### config.mk
export PLATFORM = sky130hd
export DESIGN_NAME = rtc_prescale
export DESIGN_NICKNAME = d
export VERILOG_FILES = /design/src/hdl/rtc_pkg.sv /design/src/hdl/conv_if.sv /design/src/hdl/rtc_convert.sv /design/src/hdl/rtc_prescale.sv
export SDC_FILE = /design/constraint.sdc
export NUM_CORES = 1
export LEC_CHECK = 0
export ABC_CLOCK_PERIOD_IN_PS = 3900
export BUFFER_PORTS_ARGS = -buffer_cell sky130_fd_sc_hd__clkbuf_2
export CELL_PAD_IN_SITES_DETAIL_PLACEMENT = 1
export CELL_PAD_IN_SITES_GLOBAL_PLACEMENT = 1
export CORE_ASPECT_RATIO = 1.5
export CORE_MARGIN = 2
export CORE_UTILIZATION = 48
export DETAILED_ROUTE_END_ITERATION = 8
export PLACE_DENSITY = 0.93
export SLEW_MARGIN = 15
export SYNTH_ARGS = -nofsm -noshare
export SYNTH_HDL_FRONTEND = slang
export SYNTH_HIERARCHICAL = 1
export SYNTH_SLANG_ARGS = --single-unit
### constraint.sdc
create_clock -name mclk -period 3.9 [get_ports mclk]
set_input_delay 1.17 -clock mclk [delete_from_list [all_inputs] [get_ports mclk]]
set_output_delay 1.17 -clock mclk [all_outputs]
set_load 0.1 [all_outputs]
### src/hdl/rtc_pkg.sv
// Shared constants for the prescale, vector and converter register block.
package rtc_pkg;
  // Register bus widths.
  localparam int ADDR_W = 4;
  localparam int DATA_W = 16;
  // Register offsets on the plain register port.
  localparam logic [3:0] ADDR_CTL_A   = 4'h0;
  localparam logic [3:0] ADDR_CTL_B   = 4'h1;
  localparam logic [3:0] ADDR_CNT_A   = 4'h2;
  localparam logic [3:0] ADDR_CNT_B   = 4'h3;
  localparam logic [3:0] ADDR_VECTOR  = 4'h4;
  localparam logic [3:0] ADDR_TO_DEC  = 4'h5;
  localparam logic [3:0] ADDR_TO_BIN  = 4'h6;
  localparam logic [3:0] ADDR_SEC_BK  = 4'h7;
  localparam logic [3:0] ADDR_MIN_BK  = 4'h8;
  // Control register field positions.
  localparam int SRC_MSB  = 15;
  localparam int SRC_LSB  = 14;
  localparam int DIV_MSB  = 13;
  localparam int DIV_LSB  = 11;
  localparam int HOLD_BIT = 8;
  localparam int IP_MSB   = 4;
  localparam int IP_LSB   = 2;
  localparam int IE_BIT   = 1;
  localparam int FLAG_BIT = 0;
  // Writable bits of each control register; all others read zero.
  localparam logic [15:0] CTL_A_MASK  = 16'h391F;
  localparam logic [15:0] CTL_B_MASK  = 16'hF91F;
  localparam logic [15:0] CTL_RESET   = 16'h0100;
  // Fixed divide codes used in calendar mode (/256 and /128).
  localparam logic [2:0]  CAL_DIV_A   = 3'h7;
  localparam logic [2:0]  CAL_DIV_B   = 3'h6;
  // Source code bit that picks the first stage output.
  localparam int SRC_FROM_A = 1;
  // Backup register masks.
  localparam logic [7:0]  SEC_MASK    = 8'h7F;
  localparam logic [7:0]  MIN_MASK    = 8'h3F;
  // Vector sources, highest priority first.
  localparam int SRC_OSC   = 0;
  localparam int SRC_TAMP  = 1;
  localparam int SRC_RDY   = 2;
  localparam int SRC_INTV  = 3;
  localparam int SRC_ALARM = 4;
  localparam int SRC_PA    = 5;
  localparam int SRC_PB    = 6;
  localparam int NUM_SRC   = 7;
  localparam int NUM_EXT   = 5;
  localparam logic [15:0] VEC_NONE = 16'h0000;
  localparam logic [15:0] VEC_STEP = 16'h0002;
  // Converter widths.
  localparam int BIN_W = 12;
  localparam int DEC_W = 16;
  localparam int DIGIT_W = 4;
endpackage

### src/hdl/conv_if.sv
// Carrier between the register core and the number converter.
`timescale 1ns/1ps
`default_nettype none
interface conv_if;
  logic        wr_bin;            // Write of a binary number.
  logic        wr_dec;            // Write of a packed decimal number.
  logic [15:0] wdata;             // Value being written.
  logic [15:0] bin_to_dec_value;  // Packed decimal result.
  logic [15:0] dec_to_bin_value;  // Binary result, low bits only.
  modport core (output wr_bin, output wr_dec, output wdata,
                input bin_to_dec_value, input dec_to_bin_value);
  modport conv (input wr_bin, input wr_dec, input wdata,
                output bin_to_dec_value, output dec_to_bin_value);
endinterface
`default_nettype wire

### src/hdl/rtc_convert.sv
// Binary and packed decimal converter pair.
`timescale 1ns/1ps
`default_nettype none
module rtc_convert (
  // Clock and reset.
  input  wire logic mclk,
  input  wire logic rst,
  // Link to the register core.
  conv_if.conv      cv
);
  import rtc_pkg::*;

  // Shift-and-add-three conversion of a 12-bit binary value.
  function automatic logic [15:0] to_dec(input logic [11:0] b);
    logic [27:0] s;
    s = {16'h0000, b};
    for (int i = 0; i < BIN_W; i++) begin
      for (int d = 0; d < DEC_W / DIGIT_W; d++) begin
        if (s[BIN_W + DIGIT_W * d +: DIGIT_W] >= 4'h5) begin
          s[BIN_W + DIGIT_W * d +: DIGIT_W] =
            s[BIN_W + DIGIT_W * d +: DIGIT_W] + 4'h3;
        end
      end
      s = s << 1;
    end
    return s[27:12];
  endfunction

  // Weighted digit sum; values above 4095 lose their top bits.
  function automatic logic [11:0] to_bin(input logic [15:0] v);
    logic [15:0] sum;
    sum = 16'(v[15:12]) * 16'd1000 + 16'(v[11:8]) * 16'h0064
        + 16'(v[7:4]) * 16'h000A + 16'(v[3:0]);
    return sum[11:0];
  endfunction

  logic [15:0] dec_ff;  // Last decimal result.
  logic [11:0] bin_ff;  // Last binary result.

  // The result is ready on the edge of the write, so a read may follow.
  always_ff @(posedge mclk or posedge rst) begin
    if (rst) begin
      dec_ff <= 16'h0000;
      bin_ff <= 12'h000;
    end else begin
      if (cv.wr_bin) dec_ff <= to_dec(cv.wdata[11:0]);
      if (cv.wr_dec) bin_ff <= to_bin(cv.wdata);
    end
  end

  assign cv.bin_to_dec_value = dec_ff;
  assign cv.dec_to_bin_value = {4'h0, bin_ff};
endmodule // rtc_convert
`default_nettype wire

### src/hdl/rtc_prescale.sv
// Prescale timers, interrupt vector, converters and backup registers.
//
// Local design decisions: the address map and the strobed register port.
`timescale 1ns/1ps
`default_nettype none
// Notes on behaviour
// - First stage divides by two to 256
// - Calendar mode fixes /256 and /128 outputs
// - First hold resets set, ignored in calendar
// - Second hold resets set, ignored in calendar
// - Second source: crystal or first stage output
// - Calendar mode sources second from first
// - First interval field picks flag tap
// - Second interval field picks flag tap
// - Flag sets on interval; enable gates request
// - Enabled second flag wakes deep sleep
// - Configuration held until lock release
// - Counters readable and writable by software
// - Vector codes without tamper detection
// - Vector codes with tamper detection
// - Binary write reads back as decimal
// - Decimal write reads back as binary
// - Backups cleared only by supply reset
// - Seconds backup holds binary or decimal
// - Minutes backup upper bits read zero
// - Reserved control bits read zero
module rtc_prescale #(
  parameter bit TAMPER_PRESENT = 1'b0  // Tamper source in the vector.
) (
  // Clock and resets.
  input  wire logic                  mclk,
  input  wire logic                  rst,
  input  wire logic                  supply_rst,
  // Register port.
  input  wire logic [rtc_pkg::ADDR_W-1:0] addr,
  input  wire logic [rtc_pkg::DATA_W-1:0] wdata,
  input  wire logic                  wr,
  input  wire logic                  rd,
  output logic [rtc_pkg::DATA_W-1:0] rdata,
  // Crystal clock pin, sampled.
  input  wire logic                  xtal_clk,
  // Mode and power controls from the calendar and power blocks.
  input  wire logic                  calendar_mode,
  input  wire logic                  module_hold,
  input  wire logic                  low_power_io_lock,
  input  wire logic                  deep_sleep_mode,
  // Pending enabled flags of other sources and their clear pulses.
  input  wire logic [rtc_pkg::NUM_EXT-1:0] ext_pending,
  output logic [rtc_pkg::NUM_EXT-1:0] ext_clear,
  // Results.
  output logic                       irq_request,
  output logic                       wake_event,
  output logic                       second_tick
);
  import rtc_pkg::*;

  // Decode a tap code: true when the low code+1 bits are all ones.
  function automatic logic tap_carry(input logic [7:0] cnt,
                                     input logic [2:0] sel);
    logic [7:0] mask;
    mask = 8'((9'h002 << sel) - 9'h001);
    return &(cnt | ~mask);
  endfunction

  // Vector code for a source index under the selected variant.
  function automatic logic [15:0] vec_code(input int idx);
    logic [15:0] n;
    n = 16'(idx);
    if (TAMPER_PRESENT || idx == SRC_OSC) return VEC_STEP * (n + 16'h0001);
    return VEC_STEP * n;
  endfunction

  // Register state.
  logic [15:0] ctl_a_ff, ctl_b_ff;     // Software view of control.
  logic [15:0] eff_a_ff, eff_b_ff;     // Configuration in effect.
  logic [7:0]  cnt_a_ff, cnt_b_ff;     // Stage counters.
  logic [7:0]  sec_bk_ff, min_bk_ff;   // Backup timestamps.
  logic [2:0]  xs_ff;                  // Crystal pin synchroniser.
  logic        xlvl_ff;                // Accepted crystal level.
  logic [15:0] rdata_ff;
  logic [NUM_EXT-1:0] ext_clear_ff;
  logic        irq_ff, wake_ff, sec_ff;
  logic        flag_a_ff, flag_b_ff;

  // Decoded strobes.
  wire wr_ctl_a = wr && addr == ADDR_CTL_A;
  wire wr_ctl_b = wr && addr == ADDR_CTL_B;
  wire wr_cnt_a = wr && addr == ADDR_CNT_A;
  wire wr_cnt_b = wr && addr == ADDR_CNT_B;
  wire rd_vec   = rd && addr == ADDR_VECTOR;

  // Crystal rising edge once the second and third stages agree.
  wire xtal_agree = xs_ff[1] == xs_ff[2];
  wire xtal_rise  = xtal_agree && xs_ff[2] && !xlvl_ff;

  // Effective fields; calendar mode overrides divide, hold and source.
  wire [2:0] div_a  = calendar_mode ? CAL_DIV_A
                                    : eff_a_ff[DIV_MSB:DIV_LSB];
  wire [2:0] div_b  = calendar_mode ? CAL_DIV_B
                                    : eff_b_ff[DIV_MSB:DIV_LSB];
  wire hold_a = calendar_mode ? module_hold
                              : eff_a_ff[HOLD_BIT];
  wire hold_b = calendar_mode ? module_hold
                              : eff_b_ff[HOLD_BIT];
  wire b_from_a = calendar_mode
                  || eff_b_ff[SRC_LSB + SRC_FROM_A];
  wire [2:0] ip_a = eff_a_ff[IP_MSB:IP_LSB];
  wire [2:0] ip_b = eff_b_ff[IP_MSB:IP_LSB];

  // Stage steps; a software write to the counter takes precedence.
  wire step_a  = xtal_rise && !hold_a;
  wire out_a   = step_a && tap_carry(cnt_a_ff, div_a);
  wire clk_b   = b_from_a ? out_a : xtal_rise;
  wire step_b  = clk_b && !hold_b;
  wire out_b   = step_b && tap_carry(cnt_b_ff, div_b);
  wire ev_a    = step_a && tap_carry(cnt_a_ff, ip_a);
  wire ev_b    = step_b && tap_carry(cnt_b_ff, ip_b);

  // Pending enabled sources, highest priority at index zero.
  wire [NUM_SRC-1:0] pend = {
    flag_b_ff && eff_b_ff[IE_BIT], flag_a_ff && eff_a_ff[IE_BIT],
    ext_pending[SRC_ALARM], ext_pending[SRC_INTV], ext_pending[SRC_RDY],
    ext_pending[SRC_TAMP] && TAMPER_PRESENT, ext_pending[SRC_OSC]};

  // Priority pick, done as a loop from lowest to highest priority.
  logic [15:0] vec_now;
  logic [NUM_SRC-1:0] vec_hit;
  always_comb begin
    vec_now = VEC_NONE;
    vec_hit = '0;
    for (int i = NUM_SRC - 1; i >= 0; i--) begin
      if (pend[i]) begin
        vec_now = vec_code(i);
        vec_hit = NUM_SRC'(1) << i;
      end
    end
  end
  wire [NUM_SRC-1:0] vec_clr = rd_vec ? vec_hit : '0;

  // Converter link.
  conv_if cv ();
  assign cv.wr_bin = wr && addr == ADDR_TO_DEC;
  assign cv.wr_dec = wr && addr == ADDR_TO_BIN;
  assign cv.wdata  = wdata;
  rtc_convert u_conv (
    .mclk (mclk),
    .rst  (rst),
    .cv   (cv)
  );

  // Read multiplexer; unmapped offsets return zero.
  logic [15:0] rd_mux;
  always_comb begin
    unique case (addr)
      ADDR_CTL_A:  rd_mux = {ctl_a_ff[15:1], flag_a_ff} & CTL_A_MASK;
      ADDR_CTL_B:  rd_mux = {ctl_b_ff[15:1], flag_b_ff} & CTL_B_MASK;
      ADDR_CNT_A:  rd_mux = {8'h00, cnt_a_ff};
      ADDR_CNT_B:  rd_mux = {8'h00, cnt_b_ff};
      ADDR_VECTOR: rd_mux = vec_now;
      ADDR_TO_DEC: rd_mux = cv.bin_to_dec_value;
      ADDR_TO_BIN: rd_mux = cv.dec_to_bin_value;
      ADDR_SEC_BK: rd_mux = {8'h00, sec_bk_ff & SEC_MASK};
      ADDR_MIN_BK: rd_mux = {8'h00, min_bk_ff & MIN_MASK};
      default:     rd_mux = 16'h0000;
    endcase
  end

  // Crystal pin synchroniser; only the second stage reads the first.
  always_ff @(posedge mclk or posedge rst) begin
    if (rst) begin
      xs_ff   <= 3'h0;
      xlvl_ff <= 1'b0;
    end else begin
      xs_ff <= {xs_ff[1:0], xtal_clk};
      if (xtal_agree) xlvl_ff <= xs_ff[2];
    end
  end

  // Control registers. Deep sleep loses the bits but the effective copy
  // is frozen while the lock stands, so timing carries on unchanged.
  always_ff @(posedge mclk or posedge rst) begin
    if (rst) begin
      ctl_a_ff <= CTL_RESET;
      ctl_b_ff <= CTL_RESET;
    end else if (deep_sleep_mode) begin
      ctl_a_ff <= CTL_RESET;
      ctl_b_ff <= CTL_RESET;
    end else begin
      if (wr_ctl_a) ctl_a_ff <= wdata & CTL_A_MASK;
      if (wr_ctl_b) ctl_b_ff <= wdata & CTL_B_MASK;
    end
  end

  // Effective configuration follows software only while unlocked.
  always_ff @(posedge mclk or posedge rst) begin
    if (rst) begin
      eff_a_ff <= CTL_RESET;
      eff_b_ff <= CTL_RESET;
    end else if (!low_power_io_lock) begin
      eff_a_ff <= ctl_a_ff;
      eff_b_ff <= ctl_b_ff;
    end
  end

  // Event flags: the hardware set wins over any clear in the same cycle.
  always_ff @(posedge mclk or posedge rst) begin
    if (rst) begin
      flag_a_ff <= 1'b0;
      flag_b_ff <= 1'b0;
    end else begin
      if (ev_a) flag_a_ff <= 1'b1;
      else if (vec_clr[SRC_PA]) flag_a_ff <= 1'b0;
      else if (wr_ctl_a) flag_a_ff <= wdata[FLAG_BIT];
      else if (deep_sleep_mode) flag_a_ff <= 1'b0;
      if (ev_b) flag_b_ff <= 1'b1;
      else if (vec_clr[SRC_PB]) flag_b_ff <= 1'b0;
      else if (wr_ctl_b) flag_b_ff <= wdata[FLAG_BIT];
      else if (deep_sleep_mode) flag_b_ff <= 1'b0;
    end
  end

  // Stage counters. The main reset clears them to zero; a software write loads them.
  always_ff @(posedge mclk or posedge rst) begin
    if (rst) begin
      cnt_a_ff <= 8'h00;
      cnt_b_ff <= 8'h00;
    end else begin
      if (wr_cnt_a) cnt_a_ff <= wdata[7:0];
      else if (step_a) cnt_a_ff <= cnt_a_ff + 8'h01;
      if (wr_cnt_b) cnt_b_ff <= wdata[7:0];
      else if (step_b) cnt_b_ff <= cnt_b_ff + 8'h01;
    end
  end

  // Backup registers live on the supply reset, not on the main one.
  always_ff @(posedge mclk or posedge supply_rst) begin
    if (supply_rst) begin
      sec_bk_ff <= 8'h00;
      min_bk_ff <= 8'h00;
    end else begin
      if (wr && addr == ADDR_SEC_BK) sec_bk_ff <= wdata[7:0] & SEC_MASK;
      if (wr && addr == ADDR_MIN_BK) min_bk_ff <= wdata[7:0] & MIN_MASK;
    end
  end

  // Outputs: read data for one cycle, clear pulses and status levels.
  always_ff @(posedge mclk or posedge rst) begin
    if (rst) begin
      rdata_ff     <= 16'h0000;
      ext_clear_ff <= '0;
      irq_ff       <= 1'b0;
      wake_ff      <= 1'b0;
      sec_ff       <= 1'b0;
    end else begin
      rdata_ff     <= rd ? rd_mux : 16'h0000;
      ext_clear_ff <= vec_clr[NUM_EXT-1:0];
      irq_ff       <= (flag_a_ff && eff_a_ff[IE_BIT])
                      || (flag_b_ff && eff_b_ff[IE_BIT]);
      wake_ff      <= flag_b_ff && eff_b_ff[IE_BIT];
      sec_ff       <= out_b;
    end
  end

  assign rdata       = rdata_ff;
  assign ext_clear   = ext_clear_ff;
  assign irq_request = irq_ff;
  assign wake_event  = wake_ff;
  assign second_tick = sec_ff;
endmodule // rtc_prescale
`default_nettype wire

==> Implementation_results.wiki, run 1 <==
{| class="wikitable"
! Metric !! Value
|-
| Post-Syn Area per Cell || between 9 and 10 um2
|-
| Last weighted congestion value of the routability-driven placer || 0.905
|-
| Share of synthesized flip-flops with an asynchronous set or reset || 100%
|-
| Combinational family with the most area after synthesis || compound AO/OA/AOI/OAI gates
|-
| Simple-gate share of the synthesized area || between 10% and 20%
|-
| Maximum number of pins on one net before global-route repair || 36
|-
| Die Span Y || 180 um
|-
| Seq/Total Area, Yosys || 30.4%
|-
| Cell chosen for the clock root || sky130_fd_sc_hd__clkbuf_16
|-
| FF+latch count, synth || 120
|-
| Result of the run || aborted with a tool error
|-
| Total half-perimeter wirelength after legalization and detailed placement || 32,200 um
|-
| Count of flip-flops with a built-in enable after synthesis || 0
|-
| # IOs || 59
|-
| Last stage the flow got to || 5_1_grt
|-
| Buffers from clock root to sink, at most || 2
|-
| Initial cell density of the core || 48.7%
|-
| All-layer global routing usage || roughly 65%
|-
| Post-Syn Area || just under 10,000 um2
|-
| Standard-cell row count || 64
|-
| Global route overflow || 2
|-
| Count of yosys warnings during synthesis || 6
|-
| Wire length of the first global-routing pass || 102,000 um
|-
| Setup slack after placement || -4.44 ns
|-
| Clock sinks || 120
|-
| Synth unique cells || 98
|-
| Synthesized-area fraction occupied by adder cells || 11.6%
|-
| Number of input and output port buffers inserted || 56
|-
| Ys flop type || sky130_fd_sc_hd__dfrtp_1
|-
| Number of instances in the synthesized netlist || 1,099
|-
| Complex-gate fraction of the synthesized area || 21.6%
|-
| Share of synthesized area spent on multiplexers || 10.3%
|-
| Vias in the first global route || 14,752
|-
| Stop err || [ERROR GRT-0116] Global routing finished with congestion. Check the congestion regions in the DRC Viewer.
|-
| Chip Width || 121 um
|-
| H-Tree Depth || 4
|-
| CTS Buf Count || 17
|-
| Parity-gate share of the synthesized area counting xor and xnor cells || 3.94%
|}
## per-stage QoR
stage                     area (um2)  instances  hold slack [ns]  setup TNS [ns]
after CTS                      13600       1626            0.372          -44.69
after detailed placement       12400       1572            0.345          -59.33
after global placement         12400       1572            0.336          -49.05
after floorplan                10500       1103            0.331          -47.62
## cells by family after synthesis
| kind of cell | count (synthesis) |
|---|---|
| buf+inv | 137 |
| compound gates | 301 |
| simple gates | 323 |
| xor+xnor | 42 |
| fa+ha+maj | 82 |
| mux | 92 |
| other cells | 2 |
| flops | 120 |
## cells in the mapped netlist (13+ instances only)
library cell               instances  area share [%]
sky130_fd_sc_hd__mux2_2           61             6.9
sky130_fd_sc_hd__o21ai_0          47             2.4
sky130_fd_sc_hd__xor2_1           15             1.3
sky130_fd_sc_hd__nor3_1           27             1.4
sky130_fd_sc_hd__ha_1             66             8.3
sky130_fd_sc_hd__nand2_1          90             3.4
sky130_fd_sc_hd__mux2i_1          26             2.6
sky130_fd_sc_hd__a22oi_1          15             1.1
sky130_fd_sc_hd__dfrtp_1         116              29
sky130_fd_sc_hd__a31oi_1          16             1.0
sky130_fd_sc_hd__fa_1             16             3.2
sky130_fd_sc_hd__xnor2_1          24             2.1
sky130_fd_sc_hd__a21oi_1          66             3.3
sky130_fd_sc_hd__o22ai_1          13            0.82
sky130_fd_sc_hd__nand3_1          18            0.91
sky130_fd_sc_hd__nand4_1          15            0.95
sky130_fd_sc_hd__inv_1            78             3.0
sky130_fd_sc_hd__clkbuf_1         40             1.5
sky130_fd_sc_hd__nor2_1           90             3.4
## repair_timing
| item | 4_1_cts |
|---|---|
| gates resized for setup | 113 |
| buffers inserted | 25 |
| endpoints found under the setup margin | 22 |
| pin swaps | 39 |
| hold buffers | 0 |
## routing by layer
layer	overflow	global-route usage (%)
met1	0	63.1
met2	1	86.1
met3	0	44.9
met4	1	63.0
met5	0	9.72
==> run 2, diff against run 1 <==
- CELL_PAD_IN_SITES_DETAIL_PLACEMENT: 1 -> default
- CELL_PAD_IN_SITES_GLOBAL_PLACEMENT: 1 -> default
- CORE_ASPECT_RATIO: 1.5 -> default
- CORE_UTILIZATION: 48 -> 40
- PLACE_DENSITY: 0.93 -> default
- PLACE_DENSITY_LB_ADDON: default -> 0.15
==> run 2 against run 1 <==
The flow now finishes, with violations (setup timing). Area after synthesis stayed put. Synthesized cell count stayed put.
==> Implementation_results.wiki, run 2 <==
{| class="wikitable"
! Metric !! Value
|-
| Result of the run || complete, but fails checks
|-
| Violations in the final reports || setup timing
|-
| Total half-perimeter wirelength after legalization and detailed placement || approximately 22,000 um
|-
| Final period util || 184%
|-
| Synth unique cells || 98
|-
| Number of buffers inserted for hold repair after clock tree synthesis || 0
|-
| Net total in the final layout || approximately 1,500
|-
| Endpoints failing hold || 0
|-
| Register-to-register setup slack || around 0.85 ns
|-
| Commonest cells after routing, fill and taps aside || 232 x sky130_fd_sc_hd__buf_4, 116 x sky130_fd_sc_hd__dfrtp_1, 83 x sky130_fd_sc_hd__nand2_1
|-
| Count of yosys warnings during synthesis || 6
|-
| Last weighted congestion value of the routability-driven placer || 0.846
|-
| Post-route antenna net violation count || 0
|-
| Worst stage delay on the critical path || around 0.30 ns
|-
| Pin slew with the least headroom to its limit || 0.743 ns
|-
| Final setup vio count || 19
|-
| Leakage power || roughly 0.0063 uW
|-
| Violation count after the first detailed-route iteration || a little over 700
|-
| Post-Syn Area || 9900 um2
|-
| Min Clock Period, post-route || 7.19 ns
|-
| All-layer global routing usage || between 20% and 30%
|-
| Worst Setup Start Kind || input pin
|-
| Highest achievable clock rate || 139 MHz
|-
| Initial cell density of the core || roughly 40%
|-
| Share of synthesized flip-flops with an asynchronous set or reset || 100%
|-
| Wirelength, routed || 29,400 um
|-
| Count of flip-flops with a built-in enable after synthesis || 0
|-
| Arrival time at the worst endpoint || 7.49 ns
|-
| Clock edge transition at the registers on the reported setup and hold paths || ~0.06 ns
|-
| Max-Slew Margin vs Limit || 50.5%
|-
| Setup WS post-layout || -3.29 ns
|-
| Commonest non-fill, non-tap cell in the layout || sky130_fd_sc_hd__buf_4
|-
| Worst-case vdd ir drop || 494 uV
|-
| Seq/Total Area, Yosys || a little under a third
|-
| Synthesis-to-layout area growth || 43.1%
|-
| Kind of end point of the critical path || flop
|-
| FF+latch count, synth || 120
|-
| Vias || 9,313
|-
| DRC violation count after routing || 0
|-
| Setup repair after global routing missed its margin || yes
|-
| Die Span Y || 161 um
|-
| Initial antenna violation count || 0
|-
| Number of pins exceeding their max-slew limit in the final report || 0
|-
| # IOs || 59
|-
| Max-cap violation count || 0
|-
| Req. time, crit path || 4.20 ns
|-
| Utilization after layout || 58.2%
|-
| Number of input and output port buffers inserted || 56
|-
| Standard-cell row count || 57
|-
| Ys flop type || sky130_fd_sc_hd__dfrtp_1
|-
| Wire length of the first global-routing pass || 47,700 um
|-
| Post-detailed-route via-to-cell ratio || 5.44
|-
| CTS Buf Count || 17
|-
| Class of the most critical hold timing path || reg2reg
|-
| Area enclosed by the die boundary || 26,000 um2
|-
| Diode count || 0
|-
| Post-Syn Area per Cell || about 9 um2
|-
| Vias in the first global route || 9,273
|-
| Number of instances in the synthesized netlist || about 1,100
|-
| Post-Route Skew || about 0.0094 ns
|-
| Area of the core || approximately 24,000 um2
|-
| Maximum number of pins on one net before global-route repair || 61
|-
| Ratio of cells with drive above 1 in the final layout || around 43%
|-
| H-Tree Depth || 4
|-
| Library cell with the largest summed area after synthesis || sky130_fd_sc_hd__dfrtp_1
|-
| Clock tree from TritonCTS || yes
|-
| CP Buf/Inv Count || 9
|-
| Global route overflow || 0
|-
| Number of flip-flops in the largest register || 16
|-
| Cell chosen for the clock root || sky130_fd_sc_hd__clkbuf_16
|-
| Top cell type's share of synthesized area || between 20 and 30%
|-
| Number of search-and-repair iterations in the first detailed-routing pass || 7
|-
| Cell with the biggest individual delay on the critical path || sky130_fd_sc_hd__mux2_4
|-
| Kind of critical path || in2reg
|-
| Buffers from clock root to sink, at most || 2
|-
| Clk_lat worst skew || 0.41 ns
|-
| Chip Width || roughly 160 um
|-
| Synth area leaders || sky130_fd_sc_hd__dfrtp_1 29%, sky130_fd_sc_hd__ha_1 8.3%, sky130_fd_sc_hd__mux2_2 6.9%
|-
| Most frequent cells after synthesis || 116 x sky130_fd_sc_hd__dfrtp_1, 90 x sky130_fd_sc_hd__nand2_1, 90 x sky130_fd_sc_hd__nor2_1
|-
| Most frequent cell on the critical path || sky130_fd_sc_hd__ha_4
|-
| Routed WL per cell || 17.2 um
|-
| Cell Pwr Density || 722 nW/um2
|-
| Clock sinks || between 100 and 150
|-
| Cell family with the largest share of critical-path delay || compound AO/OA/AOI/OAI gates
|-
| Worst-path maximum fanout || 5
|-
| Count leader, synth || sky130_fd_sc_hd__dfrtp_1
|-
| Post-layout total power || between 10,000 and 15,000 uW
|}
==> run 2: cell counts after synthesis <==
No cell type changed its count.
==> run 2: cell type report <==
type                       count  area (um2)
tap                          324         405
clock inverter                13         219
multi-input combinational    846        7460
sequential                   120        3010
timing repair buffer         307        2310
clock buffer                  19         443
inverter                      82         317
fill                        2101       10200
==> run 2: worst paths after layout <==
path | cells after the start | start | end
worst max-delay path | 46 | wdata[10] | u_conv/cv.bin_to_dec_value[7]
worst min-delay path | 0 | xs_ff[0] | xs_ff[1]
worst max register to register | 10 | eff_a_ff[13] | cnt_b_ff[6]
worst min register to register | 0 | xs_ff[0] | xs_ff[1]
max in group asynchronous | 3 | rst | eff_b_ff[8]
min in group asynchronous | 2 | rst | rdata[7]
==> run 2: timing repair <==
action	in CTS	in global routing
setup endpoints to repair	20	21
cloned	0	1
pin swaps	35	58
gates resized for setup	75	87
buffers inserted	28	19
==> run 2: stage by stage <==
stage               cell area [um2]  hold WS [ns]  setup WS (ns)  cells  TNS [ns]
floorplan                     10500         0.331          -4.06   1103    -47.62
global placement              12500         0.348          -3.60   1634    -49.81
detailed placement            12500         0.361          -3.78   1634    -51.67
CTS                           13700         0.366          -3.29   1693    -41.33
global route                  14200         0.368          -3.66   1711    -45.14
finish                        14200         0.362          -3.29   1711    -40.00
==> run 2: routing by layer <==
layer / vias to the layer above / wire length, um / track usage (%)
met2: 167 / 14700 / 39.2
met3: 28 / 776 / 2.85
met1: 4551 / 13500 / 30.5
li1: 4567 / - / -
met4: 0 / 416 / 5.64
met5: - / 0 / 0
==> run 2: where the power goes <==
part           switching [uW]  internal [uW]  total [uW]
clock                     587           1160        1750
combinational            3180           3610        6790
sequential                223           1460        1690
==> run 2: kinds of logic (layout without fill, tap and decap cells) <==
logic type | after synthesis | in the layout | share of synthesized area [%]
buffers and inverters | 137 | 421 | 5.78
adder cells (fa/ha/maj) | 82 | 82 | 11.6
AND/OR/NAND/NOR | 323 | 323 | 16.4
other | 2 | 6 | 0.0759
XOR/XNOR | 42 | 42 | 3.94
AO/OA/AOI/OAI | 301 | 301 | 21.6
multiplexers | 92 | 92 | 10.3
flip-flops | 120 | 120 | 30.4
No activity file was read; power rests on OpenSTA's default activity.
==> run 3, diff against run 2 <==
- ABC_CLOCK_PERIOD_IN_PS: 3900 -> 8600
- clock period: 3.9 -> 8.6 ns (I/O delays scaled with it)
==> run 3 against run 2 <==
The run still ends with setup timing left. Non-clock buffer count decreased by 92. Critical path depth increased by 1. Count of clock-buffer cells in the layout increased by 3. Final cell count decreased by 5.4%. Clock power decreased by 56%. Worst setup slack improved by 3.2 ns. Sequential power decreased by 55%. Flip-flop and latch count unchanged. Clock skew decreased by 0.0019 ns. Hold slack got worse by 0.0020 ns.
==> Implementation_results.wiki, run 3 (same netlist as run 2, synthesis figures left out) <==
{| class="wikitable"
! Metric !! Value
|-
| Destination of the critical timing path || u_conv/cv.bin_to_dec_value[7]
|-
| Clock edge transition at the registers on the reported setup and hold paths || 0.05 ns
|-
| Standard-cell row count || 57
|-
| Wire length of the first global-routing pass || 44,500 um
|-
| Utilization after layout || 52.5%
|-
| Last weighted congestion value of the routability-driven placer || 0.828
|-
| Wirelength, routed || around 27,000 um
|-
| Switching share of power || 39.4%
|-
| DRC violation count after routing || 0
|-
| Post-Route Skew || around 0.0075 ns
|-
| Cell chosen for the clock root || sky130_fd_sc_hd__clkbuf_16
|-
| Initial cell density of the core || between 40% and 50%
|-
| Vias in the first global route || 8,732
|-
| Routed WL per cell || around 17 um
|-
| Kind of critical path || in2reg
|-
| Ratio of cells with drive above 1 in the final layout || about a third
|-
| Post-route cell area || 12,800 um2
|-
| Global route overflow || 0
|-
| Total negative slack || -0.0402 ns
|-
| Instance count after placement with tap cells included || between 1,500 and 2,000
|-
| Launching instance or port of the critical path || wdata[10]
|-
| Class of the most critical hold timing path || reg2reg
|-
| Min Clock Period, post-route || 8.64 ns
|-
| Cell with the biggest individual delay on the critical path || sky130_fd_sc_hd__mux2_4
|-
| Clock tree from TritonCTS || yes
|-
| Final setup vio count || 1
|-
| Commonest cells after routing, fill and taps aside || 158 x sky130_fd_sc_hd__buf_4, 116 x sky130_fd_sc_hd__dfrtp_1, 88 x sky130_fd_sc_hd__nand2_1
|-
| Register-to-register setup slack || 5.60 ns
|-
| Leakage power || 0.00576 uW
|-
| Number of flip-flops in the largest register || 16
|-
| Chip Width || 161 um
|-
| Psw || 1640 uW
|-
| Kind of end point of the critical path || flop
|-
| Flop pwr share || 18.4%
|-
| Setup WS post-layout || -0.0402 ns
|-
| Number of pins exceeding their max-slew limit in the final report || 0
|-
| Initial antenna violation count || 0
|-
| Final period util || 100%
|-
| Req. time, crit path || 8.90 ns
|-
| Buffers from clock root to sink, at most || 2
|-
| Cell family with the largest share of critical-path delay || compound AO/OA/AOI/OAI gates
|-
| CTS Buf Count || 17
|-
| Diode count || 0
|-
| Source of the worst register-to-register timing path || eff_a_ff[13]
|-
| Worst-case vdd ir drop || 234 uV
|-
| R2R Path End || cnt_b_ff[6]
|-
| Worst Setup Start Kind || input pin
|-
| Worst stage delay on the critical path || 0.30 ns
|-
| Post-detailed-route via-to-cell ratio || 5.51
|-
| Layout filler cell count || roughly 2,200
|-
| Final-layout worst hold slack || 0.360 ns
|-
| Die Span Y || roughly 160 um
|-
| Area enclosed by the die boundary || approximately 26,000 um2
|-
| Net total in the final layout || 1,399
|-
| Clock sinks || 120
|-
| Clk network pwr share || 18.5%
|-
| Area of the core || roughly 24,000 um2
|-
| Arrival time at the worst endpoint || 8.94 ns
|-
| Placed standard-cell area || 11,700 um2
|-
| Total half-perimeter wirelength after legalization and detailed placement || around 20,000 um
|-
| Result of the run || complete, but fails checks
|-
| Number of input and output port buffers inserted || 56
|-
| Violations in the final reports || setup timing
|-
| Worst-path maximum fanout || 5
|-
| Max-Slew Margin vs Limit || between 30% and 40%
|-
| Combinational cell fraction of total power || 63.1%
|-
| Pin slew with the least headroom to its limit || 1.03 ns
|-
| Post-route antenna net violation count || 0
|-
| Setup repair after global routing missed its margin || yes
|-
| Internal power || roughly 2500 uW
|-
| # IOs || 59
|-
| CP Buf/Inv Count || 10
|-
| Path depth of the worst reg2reg path || 10
|-
| WP depth || 47
|-
| Vias || slightly below 9,000
|-
| Max-cap violation count || 0
|-
| Endpoints failing hold || 0
|-
| Highest achievable clock rate || 116 MHz
|-
| Final cell count without fillers || 1,619
|-
| Clk_lat worst skew || 0.41 ns
|-
| Violation count after the first detailed-route iteration || 556
|-
| Cell Pwr Density || 327 nW/um2
|-
| Maximum number of pins on one net before global-route repair || 70
|-
| H-Tree Depth || 4
|-
| Most frequent cell on the critical path || sky130_fd_sc_hd__ha_4
|-
| Number of search-and-repair iterations in the first detailed-routing pass || 7
|-
| Commonest non-fill, non-tap cell in the layout || sky130_fd_sc_hd__buf_4
|-
| All-layer global routing usage || 21.1%
|-
| Synthesis-to-layout area growth || 29.1%
|}
## run 3: cell count changes in the layout (fill, tap and decap cells not counted), moves of 9 or more
cell and change:
sky130_fd_sc_hd__a21oi_1 +12, sky130_fd_sc_hd__a21oi_2 -9, sky130_fd_sc_hd__buf_4 -74, sky130_fd_sc_hd__buf_6 -18
sky130_fd_sc_hd__ha_1 +18, sky130_fd_sc_hd__ha_4 -15, sky130_fd_sc_hd__inv_2 -9, sky130_fd_sc_hd__o21ai_0 +10
## run 3: worst min path at each step
| stage | startpoint | to | slack [ns] | depth (start not counted) |
|---|---|---|---|---|
| 6_report | xs_ff[0] | xs_ff[1] | 0.36 | 0 |
| 5_1_grt | xs_ff[0] | xs_ff[1] | 0.39 | 0 |
| 4_1_cts | xs_ff[0] | xs_ff[1] | 0.37 | 0 |
| 3_5_place_dp | xs_ff[0] | xs_ff[1] | 0.36 | 0 |
| 3_3_place_gp | xs_ff[0] | xs_ff[1] | 0.34 | 0 |
| 2_1_floorplan | xs_ff[0] | xs_ff[1] | 0.33 | 0 |
## run 3: area by class of cell
type                       count  area, um2  area share [%]
timing repair buffer         215       1510            11.8
sequential                   120       3010            23.6
inverter                      82        319            2.50
clock buffer                  22        484            3.79
tap                          324        405            3.17
clock inverter                10        165            1.29
multi-input combinational    846       6880            53.9
## run 3: power groups by stage
stage | registers, uW | logic, uW | clock network (uW)
floorplan | 746 | 1510 | 0
finish | 766 | 2630 | 774
global route | 777 | 2910 | 809
CTS | 764 | 2430 | 784
detailed placement | 773 | 2300 | 0
global placement | 771 | 2280 | 0
## run 3: per-stage QoR
| stage | power, uW | worst slack (ns) |
|---|---|---|
| final | 4170 | -0.0402 |
| after global placement | 3050 | -0.597 |
| after detailed placement | 3080 | -0.646 |
| after global routing | 4490 | -0.469 |
| after floorplan | 2250 | -0.769 |
| after CTS | 3980 | -0.0321 |
## run 3: what timing repair did
item,CTS,global route
hold buffers,0,0
pin swaps,5,24
endpoints found under the setup margin,8,8
resized for setup,22,34
setup buffers,11,8
## run 3: metal layers
| metal | up-vias | routed length (um) | global-route usage [%] |
|---|---|---|---|
| li1 | 4374 | - | - |
| met2 | 187 | 13500 | 36.7 |
| met1 | 4321 | 12300 | 27.8 |
| met4 | 0 | 541 | 6.45 |
| met3 | 39 | 863 | 2.16 |
| met5 | - | 0 | 0 |
## run 3: worst register-to-register path: stages, from the launching register on
cell                        delay (ns)
sky130_fd_sc_hd__dfrtp_1          0.43
sky130_fd_sc_hd__nor3_1           0.24
sky130_fd_sc_hd__or2b_4           0.30
sky130_fd_sc_hd__ha_1             0.25
sky130_fd_sc_hd__or3_2            0.48
sky130_fd_sc_hd__a211oi_1         0.29
sky130_fd_sc_hd__a2111oi_2        0.09
sky130_fd_sc_hd__a21o_1           0.31
sky130_fd_sc_hd__nand4_1          0.17
sky130_fd_sc_hd__xor2_1           0.19
sky130_fd_sc_hd__a21oi_1          0.09
